<file path="src/core/ctsw_regs.vh">
`ifndef CTSW_REGS_VH
`define CTSW_REGS_VH
// ----------------------------------------
// register offsets
// ----------------------------------------
`define CTSW_ADDR_MODE 4'h0
`define CTSW_ADDR_PORT 4'h1
`define CTSW_ADDR_COUNT 4'h2
`define CTSW_ADDR_CAPR 4'h3
`define CTSW_ADDR_CAPF 4'h4
`define CTSW_ADDR_STAT 4'h5
`define CTSW_ADDR_MASK 4'h6
// ----------------------------------------
// mode register fields
// ----------------------------------------
`define CTSW_MODE_CKS_LO 0
`define CTSW_MODE_CKS_HI 1
`define CTSW_MODE_CCLR_LO 2
`define CTSW_MODE_CCLR_HI 3
`define CTSW_MODE_IEDGE 4
`define CTSW_MODE_OVIE 5
`define CTSW_MODE_OVFL 6
`define CTSW_MODE_OVFH 7
// ----------------------------------------
// port mode fields
// ----------------------------------------
`define CTSW_PORT_FUNC 0
`define CTSW_PORT_NCS 1
// ----------------------------------------
// status fields
// ----------------------------------------
`define CTSW_ST_REQ 0
`define CTSW_ST_CAPR 1
`define CTSW_ST_CAPF 2
`define CTSW_ST_OVF 3
// ----------------------------------------
// reset values and timing
// ----------------------------------------
`define CTSW_RST_BYTE 8'h00
`define CTSW_RST_NIB 4'h0
`define CTSW_DIV_64 6'h3F
`define CTSW_DIV_32 6'h1F
`define CTSW_DIV_2 6'h01
`define CTSW_WDIV_4 2'h3
`define CTSW_FILT_TAPS 5
`endif

</file>
<file path="src/core/ctsw_filter.v">
`timescale 1ns/1ps
`include "ctsw_regs.vh"
module ctsw_filter #(
    parameter TAPS = `CTSW_FILT_TAPS
) (
    input wire ref_clk,
    input wire rst_n,
    input wire sample,
    input wire din,
    output reg dout
);
    reg [TAPS-1:0] taps;
    // ----------------------------------------
    // five latch shift and match
    // ----------------------------------------
    always @(posedge ref_clk or negedge rst_n) begin
        if (!rst_n) begin
            taps <= {TAPS{1'b0}};
            dout <= 1'b0;
        end else if (sample) begin
            taps <= {taps[TAPS-2:0], din};
            if (&taps)
                dout <= 1'b1;
            else if (~|taps)
                dout <= 1'b0;
        end
    end
endmodule

</file>
<file path="src/core/ctsw_core.v">
`timescale 1ns/1ps
`include "ctsw_regs.vh"
// Contract
// - counter steps once per falling edge of selected prescaled clock
// - clock switch from high source to low source counts one step
// - function bit set while pin high gives rising internal edge
// - function bit cleared while pin high gives falling internal edge
// - filter on, function set early: edge follows pin level
// - filter on pin high, function cleared late: falling edge
// - internal capture signal low when pin function off
// - pin rises, filter enabled early: rising edge
// - pin falls, filter disabled early: falling edge
// - spurious edge sets request when it matches selected edge
// - filter passes level only when five samples agree
// - four clock sources from system or watch clock, also filter clock
module ctsw_core (
    input wire ref_clk,
    input wire rst_b,
    input wire watch_clk_in,
    input wire capture_pin,
    input wire [3:0] addr,
    input wire [7:0] wdata,
    input wire wr_stb,
    input wire rd_stb,
    output reg [7:0] rdata,
    output reg capture_in_level,
    output reg irq
);
    reg rst_s1, rst_s2;
    wire rst_n = rst_s2;
    reg [7:0] timer_mode_register, capture_counter, cap_rise, cap_fall;
    reg capture_pin_function, noise_filter_enable;
    reg [3:0] stat, mask;
    reg [5:0] div;
    reg [1:0] wdiv;
    reg w_s1, w_s2, w_d;
    reg clk_sel_d;
    reg cap_d;
    wire [1:0] cks = {timer_mode_register[`CTSW_MODE_CKS_HI],
                      timer_mode_register[`CTSW_MODE_CKS_LO]};
    wire filt_out;
    wire w_rise = w_s2 & ~w_d;
    // ----------------------------------------
    // reset release
    // ----------------------------------------
    always @(posedge ref_clk or negedge rst_b) begin
        if (!rst_b) begin
            rst_s1 <= 1'b0;
            rst_s2 <= 1'b0;
        end else begin
            rst_s1 <= 1'b1;
            rst_s2 <= rst_s1;
        end
    end
    // ----------------------------------------
    // prescalers
    // ----------------------------------------
    always @(posedge ref_clk or negedge rst_n) begin
        if (!rst_n) begin
            div <= 6'h00;
            wdiv <= 2'h0;
            w_s1 <= 1'b0;
            w_s2 <= 1'b0;
            w_d <= 1'b0;
        end else begin
            div <= div + 6'h01;
            w_s1 <= watch_clk_in;
            w_s2 <= w_s1;
            w_d <= w_s2;
            if (w_rise)
                wdiv <= wdiv + 2'h1;
        end
    end
    // selected clock level; a write changes it instantly
    reg next_clk_sel;
    always @* begin
        case (cks)
            2'h0: next_clk_sel = div[5];
            2'h1: next_clk_sel = div[4];
            2'h2: next_clk_sel = div[0];
            default: next_clk_sel = wdiv[1];
        endcase
    end
    // falling edge of selected level, whether from the clock or a switch
    wire count_tick = clk_sel_d & ~next_clk_sel;
    wire samp_tick = noise_filter_enable ? (~clk_sel_d & next_clk_sel) : 1'b1;
    always @(posedge ref_clk or negedge rst_n) begin
        if (!rst_n) begin
            clk_sel_d <= 1'b0;
        end else begin
            clk_sel_d <= next_clk_sel;
        end
    end
    // ----------------------------------------
    // filter and pin gating
    // ----------------------------------------
    ctsw_filter #(.TAPS(`CTSW_FILT_TAPS)) u_filt (
        .ref_clk(ref_clk),
        .rst_n(rst_n),
        .sample(samp_tick),
        .din(capture_pin),
        .dout(filt_out)
    );
    // filter switch selects path instantly, so late switches expose edges
    wire path = noise_filter_enable ? filt_out : capture_pin;
    wire cap_sig = capture_pin_function & path;
    // ----------------------------------------
    // early filter window
    // ----------------------------------------
    reg func_d;
    reg [2:0] filt_cnt;
    // filter samples seen since the filter was switched on
    always @(posedge ref_clk or negedge rst_n) begin
        if (!rst_n) begin
            func_d <= 1'b0;
            filt_cnt <= 3'h0;
        end else begin
            func_d <= capture_pin_function;
            if (!noise_filter_enable)
                filt_cnt <= 3'h0;
            else if (samp_tick && (filt_cnt < `CTSW_FILT_TAPS))
                filt_cnt <= filt_cnt + 3'h1;
        end
    end
    // function set early with a low level still reports a falling edge
    wire early_filt = noise_filter_enable & (filt_cnt < `CTSW_FILT_TAPS);
    wire phantom_fall = capture_pin_function & ~func_d & early_filt & ~cap_sig;
    wire rise = cap_sig & ~cap_d;
    wire fall = (~cap_sig & cap_d) | phantom_fall;
    wire sel_edge = timer_mode_register[`CTSW_MODE_IEDGE] ? rise : fall;
    wire [1:0] cclr = {timer_mode_register[`CTSW_MODE_CCLR_HI],
                       timer_mode_register[`CTSW_MODE_CCLR_LO]};
    wire clr = (cclr[0] & fall) | (cclr[1] & rise);
    wire ovf = count_tick & (capture_counter == 8'hFF) & ~clr;
    wire ovie = timer_mode_register[`CTSW_MODE_OVIE];
    wire rd_stat = rd_stb & (addr == `CTSW_ADDR_STAT);
    wire [3:0] ev = {ovf & ovie, fall, rise, sel_edge | (ovf & ovie)};
    // ----------------------------------------
    // counter, capture, registers
    // ----------------------------------------
    always @(posedge ref_clk or negedge rst_n) begin
        if (!rst_n) begin
            cap_d <= 1'b0;
            capture_counter <= `CTSW_RST_BYTE;
            cap_rise <= `CTSW_RST_BYTE;
            cap_fall <= `CTSW_RST_BYTE;
            timer_mode_register <= `CTSW_RST_BYTE;
            capture_pin_function <= 1'b0;
            noise_filter_enable <= 1'b0;
            stat <= `CTSW_RST_NIB;
            mask <= `CTSW_RST_NIB;
            rdata <= `CTSW_RST_BYTE;
            capture_in_level <= 1'b0;
            irq <= 1'b0;
        end else begin
            cap_d <= cap_sig;
            capture_in_level <= cap_sig;
            if (clr)
                capture_counter <= 8'h00;
            else if (count_tick)
                capture_counter <= capture_counter + 8'h01;
            if (rise)
                cap_rise <= capture_counter;
            if (fall)
                cap_fall <= capture_counter;
            if (ovf) begin
                if (cap_sig)
                    timer_mode_register[`CTSW_MODE_OVFH] <= 1'b1;
                else
                    timer_mode_register[`CTSW_MODE_OVFL] <= 1'b1;
            end
            if (wr_stb) begin
                case (addr)
                    `CTSW_ADDR_MODE: begin
                        timer_mode_register[5:0] <= wdata[5:0];
                        if (!wdata[`CTSW_MODE_OVFH] && !(ovf && cap_sig))
                            timer_mode_register[`CTSW_MODE_OVFH] <= 1'b0;
                        if (!wdata[`CTSW_MODE_OVFL] && !(ovf && !cap_sig))
                            timer_mode_register[`CTSW_MODE_OVFL] <= 1'b0;
                    end
                    `CTSW_ADDR_PORT: begin
                        capture_pin_function <= wdata[`CTSW_PORT_FUNC];
                        noise_filter_enable <= wdata[`CTSW_PORT_NCS];
                    end
                    `CTSW_ADDR_MASK: mask <= wdata[3:0];
                    default: ;
                endcase
            end
            // set wins over read clear
            stat <= (rd_stat ? 4'h0 : stat) | ev;
            irq <= |(((rd_stat ? 4'h0 : stat) | ev) & mask);
            rdata <= 8'h00;
            if (rd_stb) begin
                case (addr)
                    `CTSW_ADDR_MODE: rdata <= timer_mode_register;
                    `CTSW_ADDR_PORT: rdata <= {6'h00, noise_filter_enable,
                                               capture_pin_function};
                    `CTSW_ADDR_COUNT: rdata <= capture_counter;
                    `CTSW_ADDR_CAPR: rdata <= cap_rise;
                    `CTSW_ADDR_CAPF: rdata <= cap_fall;
                    `CTSW_ADDR_STAT: rdata <= {4'h0, stat};
                    `CTSW_ADDR_MASK: rdata <= {4'h0, mask};
                    default: rdata <= 8'h00;
                endcase
            end
        end
    end
endmodule

</file>
<file path="config.mk">
export PLATFORM = sky130hd
export DESIGN_NAME = ctsw_core
export DESIGN_NICKNAME = d
export VERILOG_FILES = /design/src/core/ctsw_filter.v /design/src/core/ctsw_core.v
export VERILOG_INCLUDE_DIRS = /design/src /design/src/core
export SDC_FILE = /design/constraint.sdc
export NUM_CORES = 1
export LEC_CHECK = 0
export ABC_AREA = 1
export BUFFER_PORTS_ARGS = -buffer_cell sky130_fd_sc_hd__buf_2
export CORE_ASPECT_RATIO = 0.9
export CORE_MARGIN = 2
export CORE_UTILIZATION = 40
export CTS_BUF_LIST = sky130_fd_sc_hd__clkbuf_4 sky130_fd_sc_hd__clkbuf_8
export DETAILED_ROUTE_END_ITERATION = 16
export PLACE_DENSITY = 0.63
export SLEW_MARGIN = 20
export SYNTH_ARGS = -nofsm -noshare
export SYNTH_HDL_FRONTEND = slang
export SYNTH_SLANG_ARGS = --single-unit
</file>
<file path="constraint.sdc">
create_clock -name ref_clk -period 5.6 [get_ports ref_clk]
set_input_delay 0.28 -clock ref_clk [delete_from_list [all_inputs] [get_ports ref_clk]]
set_output_delay 0.28 -clock ref_clk [all_outputs]
set_load 0.05 [all_outputs]
</file>
==> reports/metrics.cfg, run 1 <==
[routing]
remaining_drc_errors = 0
ant_nets = 0
wl_per_cell_um = 13.6
vias_per_cell = 4.94
vias = 2600
dr.pass1.iters = 4
wl_mm = 7.16
drtIter0Drc = 104

[clock_network]
max-clock-path-buffers = 2
clkTransAtPathRegs_ns = 0.08
clock-sinks = 76
cts_root_buffer = clkbuf_8
postCtsResizedCells = 0
cts_tree = done
post-cts-setup-buffer-count = 0
ctsHtreeMaxLevel = 3
clk_latency_ns = 0.35
cts_buffers = 9
hold_buffers = 1

[grt]
first_global_vias = 2571
grt.total_usage_pct = 16.9
grt_max_degree = 75
antenna_found_initial = 0
grt_overflow = 0
grt_pass1_wl_mm = 12.3

[logic_synthesis]
yosysSeqAreaShare_pct = 54.8
avgSynthCellArea_um2 = 9.43
ys_top_cells_by_count = nand2_1 (81), dfrtp_1 (76), inv_1 (36), o21ai_0 (36), nand3_1 (23)
ys_seq_elements = 76
synth_flop_cell = dfrtp_1
synthCells = 368
yosysMostFrequentCell = nand2_1
synth_nets = 389
async_flop_share_pct = 100
yosys_warnings = 0
synth_top_cell_area_share_pct = 54.8
synth-edff-count = 0
ys_types = 39
synth_area_um2 = 3470
yosysTopAreaCell = dfrtp_1
synthTopCellsByArea = dfrtp_1 (55%), nand2_1 (8.8%), o21ai_0 (5.2%)

[floorplan]
num_io_pins = 28
start_util_pct = 40.9
design.die.area_um2 = 9440
rows = 32
core_um2 = 8490
die_height_um = 92.4
die_w_um = 102

[worst_setup_path]
path_max_fanout = 17
arrival_ns = 2.09
crit_type = flip-flop to flip-flop
cp-end-kind = flip-flop
required_ns = 5.84
r2r_slack_ns = 3.74
cp-start-kind = flip-flop

[worst_hold_path]
hold_class = input pin to flip-flop

[placed_design]
io_buffers = 27
dpl.hpwl_mm = 5.02
gp_congestion = 0.805
post_dp_cell_area_um2 = 3710

[sta]
setup_viol = 0
slew_headroom_pct = 38.2
clock_skew_ns = 0.0107
hold_viol = 0
fmax_ghz = 0.539
setup_tns_ns = 0
min_period_ns = 1.86
final_max_slew_viol_count = 0
post-route-period-util_pct = 33.1
whs_ns = 0.0373
rsz0062_at_grt = false
tightest_slew_ns = 0.927

[power_and_ir_drop]
power_density_nw_per_um2 = 398
power_uw = 1570
p_leak_uw = 0.00190
ir_drop_mv = 0.150

[layout]
drive_above_1_share_pct = 20.9
ff_latch_area_um2 = 1900
nNetsFinal = 423
area_delta_synth_final_pct = 13.9
fin_area_um2 = 3950
fillers = 849
diodes = 0
multiInputGateArea_um2 = 1360

[run]
max_cap_viol_count = 0

[run_status]
status = finished, final reports clean

==> kinds of logic (layout without fill, tap and decap cells) <==
| kind of cell | Yosys count | in the layout | share of synthesized area [%] |
|---|---|---|---|
| multiplexers | 2 | 2 | 0.649 |
| buffers and inverters | 48 | 87 | 6.16 |
| flip-flops | 76 | 76 | 54.8 |
| other | 1 | 1 | 0.108 |
| AND/OR/NAND/NOR | 165 | 165 | 24.3 |
| adder cells (fa/ha/maj) | 3 | 3 | 1.08 |
| XOR/XNOR | 9 | 9 | 2.27 |
| AO/OA/AOI/OAI | 64 | 64 | 10.6 |
==> worst max-delay path: stages (launching register included) <==
cell,delay [ns]
dfrtp_1,0.72
nand2_1,0.18
nand3b_4,0.15
nor2_2,0.06
inv_2,0.23
nand2_1,0.12
a22oi_1,0.19
nand3_2,0.09
==> routing by layer <==
| layer | wire length, um | global-route usage (%) |
|---|---|---|
| met1 | 3450 | 23.0 |
| met2 | 3350 | 26.4 |
| met3 | 272 | 4.91 |
| met4 | 101 | 5.11 |
| met5 | 0 | 0 |
==> through the flow <==
stage,util [%],instances,setup slack [ns]
2_1_floorplan,-,368,3.33
3_3_place_gp,43.7,509,3.73
3_5_place_dp,43.7,509,3.65
4_1_cts,46.6,526,3.73
5_1_grt,46.6,526,3.57
6_report,46.6,526,3.74
==> power breakdown <==
| group | switching, uW | internal (uW) |
|---|---|---|
| registers | 90.0 | 665 |
| logic | 228 | 115 |
| clock network | 205 | 270 |
==> cells in the final DEF, fill, tap and decap left out, drive strengths merged <==
| master | Yosys | layout |
|---|---|---|
| o31ai | 1 | 1 |
| clkinv | 0 | 2 |
| o21ai | 47 | 47 |
| buf | 6 | 28 |
| o22ai | 2 | 2 |
| nand4 | 6 | 6 |
| clkinvlp | 0 | 1 |
| ha | 3 | 3 |
| or2 | 1 | 1 |
| xnor2 | 2 | 2 |
| dfrtp | 76 | 76 |
| nand2 | 92 | 92 |
| conb | 1 | 1 |
| nor3 | 7 | 7 |
| a22oi | 1 | 1 |
| a221oi | 4 | 4 |
| inv | 42 | 42 |
| mux2 | 2 | 2 |
| a41oi | 1 | 1 |
| nand3 | 29 | 29 |
| dlygate4sd3 | 0 | 1 |
| nand3b | 1 | 1 |
| nor4 | 1 | 1 |
| clkbuf | 0 | 11 |
| xor2 | 7 | 7 |
| bufinv | 0 | 2 |
| a21oi | 7 | 7 |
| a32o | 1 | 1 |
| nor2 | 28 | 28 |
==> final timing paths <==
check	from	to	cells after the start
max	noise_filter_enable$_DFFE_PN0P_	irq$_DFF_PN0_	7
min	watch_clk_in	w_s1$_DFF_PN0_	1
max reg2reg	noise_filter_enable$_DFFE_PN0P_	irq$_DFF_PN0_	7
min reg2reg	w_s1$_DFF_PN0_	w_s2$_DFF_PN0_	0
max in group asynchronous	rst_n$_DFF_PN0_	filt_cnt[2]$_DFFE_PN0P_	1
min in group asynchronous	rst_b	rst_n$_DFF_PN0_	2
==> final cells by class <==
class	instances	share of cell area, %
inverter	42	4.12
clock buffer	11	3.67
sequential	76	48.1
tap	119	3.77
clock inverter	5	2.15
timing repair buffer	29	3.86
multi-input combinational	244	34.3
==> flip-flops by register name (all words and copies together) (netlist names), 2 cells and up <==
signal / flops
cap_fall: 8
cap_rise: 8
capture_counter: 8
div: 6
filt_cnt: 3
mask: 4
rdata: 8
stat: 4
timer_mode_register: 8
u_filt.taps: 5
wdiv: 2
No activity file was read; power rests on OpenSTA's default activity.
==> run 2: changes to the inputs <==
Settings changed: PLACE_DENSITY 0.63 to 0.65.
Clock period 5.6 ns to 1.5 ns, I/O delays scaled along.
==> reports/metrics.cfg, run 2 (synthesis results as in run 1) <==
[routing]
vias = 2683
wl_mm = 7.46
remaining_drc_errors = 0
wl_per_cell_um = 13.6
drtIter0Drc = 161
dr.pass1.iters = 4
ant_nets = 0
vias_per_cell = 4.90

[layout]
drive_above_1_share_pct = 24.9
multiInputGateArea_um2 = 1430
fin_cells = 548
most-common-layout-cells = nand2_1 (79), dfrtp_1 (74), inv_1 (36)
fillers = 815
diodes = 0
fin_area_um2 = 4200
layout_commonest_cell = nand2_1
area_delta_synth_final_pct = 21.1
ff_latch_area_um2 = 1900
nNetsFinal = 445
fin_util_pct = 49.5

[clock_network]
cts_tree = done
clk_latency_ns = 0.36
max-clock-path-buffers = 2
cts_buffers = 9
ctsHtreeMaxLevel = 3
clkTransAtPathRegs_ns = 0.09
clock-sinks = 76
cts_root_buffer = clkbuf_8

[worst_setup_path]
r2r_cells = 9
r2r_slack_ns = 0.05
critPathBufInv = 2
path_delay_family = simple AND/OR/NAND/NOR gates
required_ns = 1.74
crit_path_cell_trace = buf_4, inv_4, o21ai_2, nor2_4, nand3_4, nand4_2, nand2_2, nand2_2, nand3_2
cpMostUsedCell = nand2_2
cp-end-kind = flip-flop
r2r-start = noise_filter_enable$_DFFE_PN0P_
reg2reg_to = irq$_DFF_PN0_
cp-start-kind = flip-flop
crit_type = flip-flop to flip-flop
critPathMaxStageDelay_ns = 0.46
arrival_ns = 1.69
crit_slowest_cell = dfrtp_1
path_max_fanout = 5

[floorplan]
design.die.area_um2 = 9440
start_util_pct = 40.9
num_io_pins = 28
core_um2 = 8490
die_height_um = 92.4
rows = 32
die_w_um = 102

[power_and_ir_drop]
power_density_nw_per_um2 = 1420
seqPwrFrac_pct = 47.1
p_comb_share_pct = 25.8
clkPwrFrac_pct = 27.1
p_int_uw = 3840
ir_drop_mv = 0.714
switching_power_uw = 2110
p_leak_uw = 0.00199
swShare_pct = 35.5

[sta]
hold_viol = 0
post-route-period-util_pct = 96.8
min_period_ns = 1.45
final_max_slew_viol_count = 0
fmax_ghz = 0.689
setup_viol = 0
whs_ns = 0.0712
rsz0062_at_grt = true
clock_skew_ns = 0.00958

[worst_hold_path]
hold_depth = 3
min_from = wdata[0]
hold_class = input pin to flip-flop
whs_endpoint = mask[0]$_DFFE_PN0P_

[grt]
antenna_found_initial = 0
grt_pass1_wl_mm = 12.8
grt_overflow = 0
grt.total_usage_pct = 17.7
grt_max_degree = 75
first_global_vias = 2711

[run]
max_cap_viol_count = 0

[placed_design]
post_dp_cell_area_um2 = 3790
gp_congestion = 0.871
io_buffers = 27
dp.cells = 518
dpl.hpwl_mm = 5.31

[run_status]
status = finished, final reports clean

-- run 2: cell types whose count changed in the layout (fill, tap and decap cells not counted), moves of 2 or more --
cell and delta:
buf_4 +12, nor2_1 -2, nand2_1 -2, nand2_8 +2, inv_6 +3, nor2_4 +2, dlygate4sd3_1 +9, o21ai_0 -2
nand3_1 -2, nand2_2 +2, clkinv_4 -2, nand2_4 -2
-- run 2: stage by stage --
step / TNS, ns / worst slack, ns / power [uW]
5_1_grt: -0.142 / -0.0389 / 6350
6_report: 0 / 0.0483 / 5950
2_1_floorplan: 0 / 0.0421 / 3830
3_3_place_gp: 0 / 0.0841 / 4170
4_1_cts: 0 / 0.0118 / 5910
3_5_place_dp: 0 / 0.0141 / 4220
-- run 2: power groups by stage --
stage	clock (uW)	sequential, uW	combinational (uW)
2_1_floorplan	0	2890	940
3_3_place_gp	0	2820	1340
3_5_place_dp	0	2850	1370
4_1_cts	1670	2800	1440
5_1_grt	1750	2860	1740
6_report	1610	2800	1540
-- run 2: worst max-delay path by stage --
stage                                               start       endpoint  depth (start not counted)
after global routing      noise_filter_enable$_DFFE_PN0P_  irq$_DFF_PN0_                          9
after global placement     capture_counter[0]$_DFFE_PN0P_  irq$_DFF_PN0_                          9
after CTS                 noise_filter_enable$_DFFE_PN0P_  irq$_DFF_PN0_                          7
final                     noise_filter_enable$_DFFE_PN0P_  irq$_DFF_PN0_                          9
after floorplan                           cap_d$_DFF_PN0_  irq$_DFF_PN0_                          7
after detailed placement   capture_counter[0]$_DFFE_PN0P_  irq$_DFF_PN0_                          9
-- run 2: what timing repair did --
action | in CTS | in global routing
endpoints found under the hold margin | 12 | 0
setup endpoints to repair | 1 | 12
pin swaps | 0 | 5
hold buffers | 10 | 0
buffers inserted | 1 | 3
resized for setup | 0 | 17
-- run 2: tightest hold or removal path, delay by kind of cell --
family,cells,cell delay [ns]
AO/OA/AOI/OAI,1,0.16
buffers and inverters,2,0.16
-- run 2: cell type report --
cell class	instances	area share [%]
clock inverter	7	1.96
timing repair buffer	51	8.40
tap	119	3.54
clock buffer	9	2.95
multi-input combinational	244	34.0
inverter	42	3.87
sequential	76	45.3
-- run 2: routing by layer --
metal	GRT usage (%)	part of all wire, %	routed length [um]	up-vias
met5	0	0	0	-
met4	5.44	0.87	65	0
met3	4.15	3.8	282	6
met2	28.0	49	3640	52
met1	24.2	47	3470	1301
li1	-	-	-	1324
==> run 3: changes to the inputs <==
Settings changed: CORE_UTILIZATION 40 to 56, PLACE_DENSITY 0.65 to 0.84.
==> reports/metrics.cfg, run 3 (synthesis results as in run 1) <==
[layout]
fin_util_pct = 68.5
fin_cells = 507
drive_above_1_share_pct = 26.0
diodes = 0
nNetsFinal = 451
area_delta_synth_final_pct = 19.3
most-common-layout-cells = nand2_1 (80), dfrtp_1 (72), inv_1 (36)
layout_commonest_cell = nand2_1

[routing]
wl_per_cell_um = 15.3
vias = 2818
wl_mm = 7.74
drtIter0Drc = 280
vias_per_cell = 5.56
ant_nets = 0
remaining_drc_errors = 0
dr.pass1.iters = 5

[worst_setup_path]
crit_type = flip-flop to flip-flop
r2r_slack_ns = 0.01
required_ns = 1.74
r2r_cells = 9
r2r-start = noise_filter_enable$_DFFE_PN0P_
reg2reg_to = irq$_DFF_PN0_
cp-end-kind = flip-flop
arrival_ns = 1.72
path_max_fanout = 6
cp-start-kind = flip-flop

[sta]
setup_tns_ns = 0
clock_skew_ns = 0.0154
fmax_ghz = 0.673
whs_ns = 0.0267
post-route-period-util_pct = 99.1
final_max_slew_viol_count = 0
min_period_ns = 1.49
setup_viol = 0
hold_viol = 0
rsz0062_at_grt = true

[placed_design]
dpl.hpwl_mm = 5.01
dp.cells = 473
io_buffers = 27
gp_congestion = 0.877

[clock_network]
ctsHtreeMaxLevel = 3
cts_root_buffer = clkbuf_8
clk_latency_ns = 0.36
clock-sinks = 76
clkTransAtPathRegs_ns = 0.09
max-clock-path-buffers = 2
cts_tree = done
cts_buffers = 9

[run_status]
status = finished, final reports clean

[floorplan]
core_um2 = 6050
die_w_um = 87.0
num_io_pins = 28
start_util_pct = 57.4
rows = 27
design.die.area_um2 = 6840
die_height_um = 78.7

[power_and_ir_drop]
seqPwrFrac_pct = 48.4
switching_power_uw = 2090
power_density_nw_per_um2 = 1410
swShare_pct = 35.8
p_comb_share_pct = 26.8
clkPwrFrac_pct = 24.8
p_leak_uw = 0.00201
p_int_uw = 3740
ir_drop_mv = 1.13

[run]
max_cap_viol_count = 0

[grt]
grt.total_usage_pct = 23.9
grt_overflow = 0
first_global_vias = 2632
grt_pass1_wl_mm = 12.5
antenna_found_initial = 0
grt_max_degree = 75

[worst_hold_path]
hold_class = input pin to asynchronous set/reset pin

[run 3: what timing repair did]
item                       4_1_cts  5_1_grt
resized for setup                1       13
pin swaps                        0       11
hold buffers                     9        0
setup endpoints to repair        1       18
hold endpoints to repair        12        0
setup buffers                    1        8
gates cloned                     0        0
[run 3: metal layers]
layer	vias up	track usage, %	part of all wire, %
met1	1379	30.8	42
met4	0	9.22	1.9
li1	1326	-	-
met3	16	6.41	5.8
met2	97	38.5	50
met5	-	0	0
[run 3: area by class of cell]
| cell class | instances | area (um^2) |
|---|---|---|
| Clock buffer | 11 | 145 |
| Inverter | 42 | 163 |
| Sequential cell | 76 | 1910 |
| Timing Repair Buffer | 57 | 395 |
| Tap cell | 72 | 90.1 |
| Clock inverter | 5 | 37.5 |
| Multi-Input combinational cell | 244 | 1400 |
| Fill cell | 431 | 1910 |
[run 3: how the worst max path moves through the flow]
stage	endpoint	cells after the start	startpoint	slack, ns
after detailed placement	irq$_DFF_PN0_	9	capture_counter[1]$_DFFE_PN0P_	0.05
after floorplan	irq$_DFF_PN0_	7	cap_d$_DFF_PN0_	0.04
after global placement	irq$_DFF_PN0_	9	noise_filter_enable$_DFFE_PN0P_	0.11
final	irq$_DFF_PN0_	9	noise_filter_enable$_DFFE_PN0P_	0.01
after global routing	u_filt.taps[2]$_DFFE_PN0P_	9	timer_mode_register[0]$_DFFE_PN0P_	-0.04
after CTS	irq$_DFF_PN0_	9	noise_filter_enable$_DFFE_PN0P_	0.001
[run 3: metrics by stage]
stage	setup WS [ns]	power, uW	area (um^2)
floorplan	0.0421	3830	3470
global placement	0.115	4160	3750
detailed placement	0.0478	4240	3750
CTS	0.00143	5720	4030
global route	-0.0376	6150	4140
finish	0.0142	5830	4140
[run 3: critical path, cell delays in order, from the launching register on]
cell	delay [ns]
dfrtp_2	0.46
nor2_2	0.15
nand3b_4	0.20
nor2_2	0.06
nand2_1	0.06
nand2_1	0.06
nor2_1	0.14
nand2_2	0.09
nand2_2	0.07
nand3_2	0.07
[run 3: power by group through the flow]
| stage | Combinational, uW | Clock, uW | Sequential [uW] |
|---|---|---|---|
| 6_report | 1560 | 1450 | 2820 |
| 5_1_grt | 1740 | 1540 | 2870 |
| 4_1_cts | 1460 | 1460 | 2800 |
| 3_5_place_dp | 1400 | 0 | 2840 |
| 3_3_place_gp | 1350 | 0 | 2810 |
| 2_1_floorplan | 940 | 0 | 2890 |
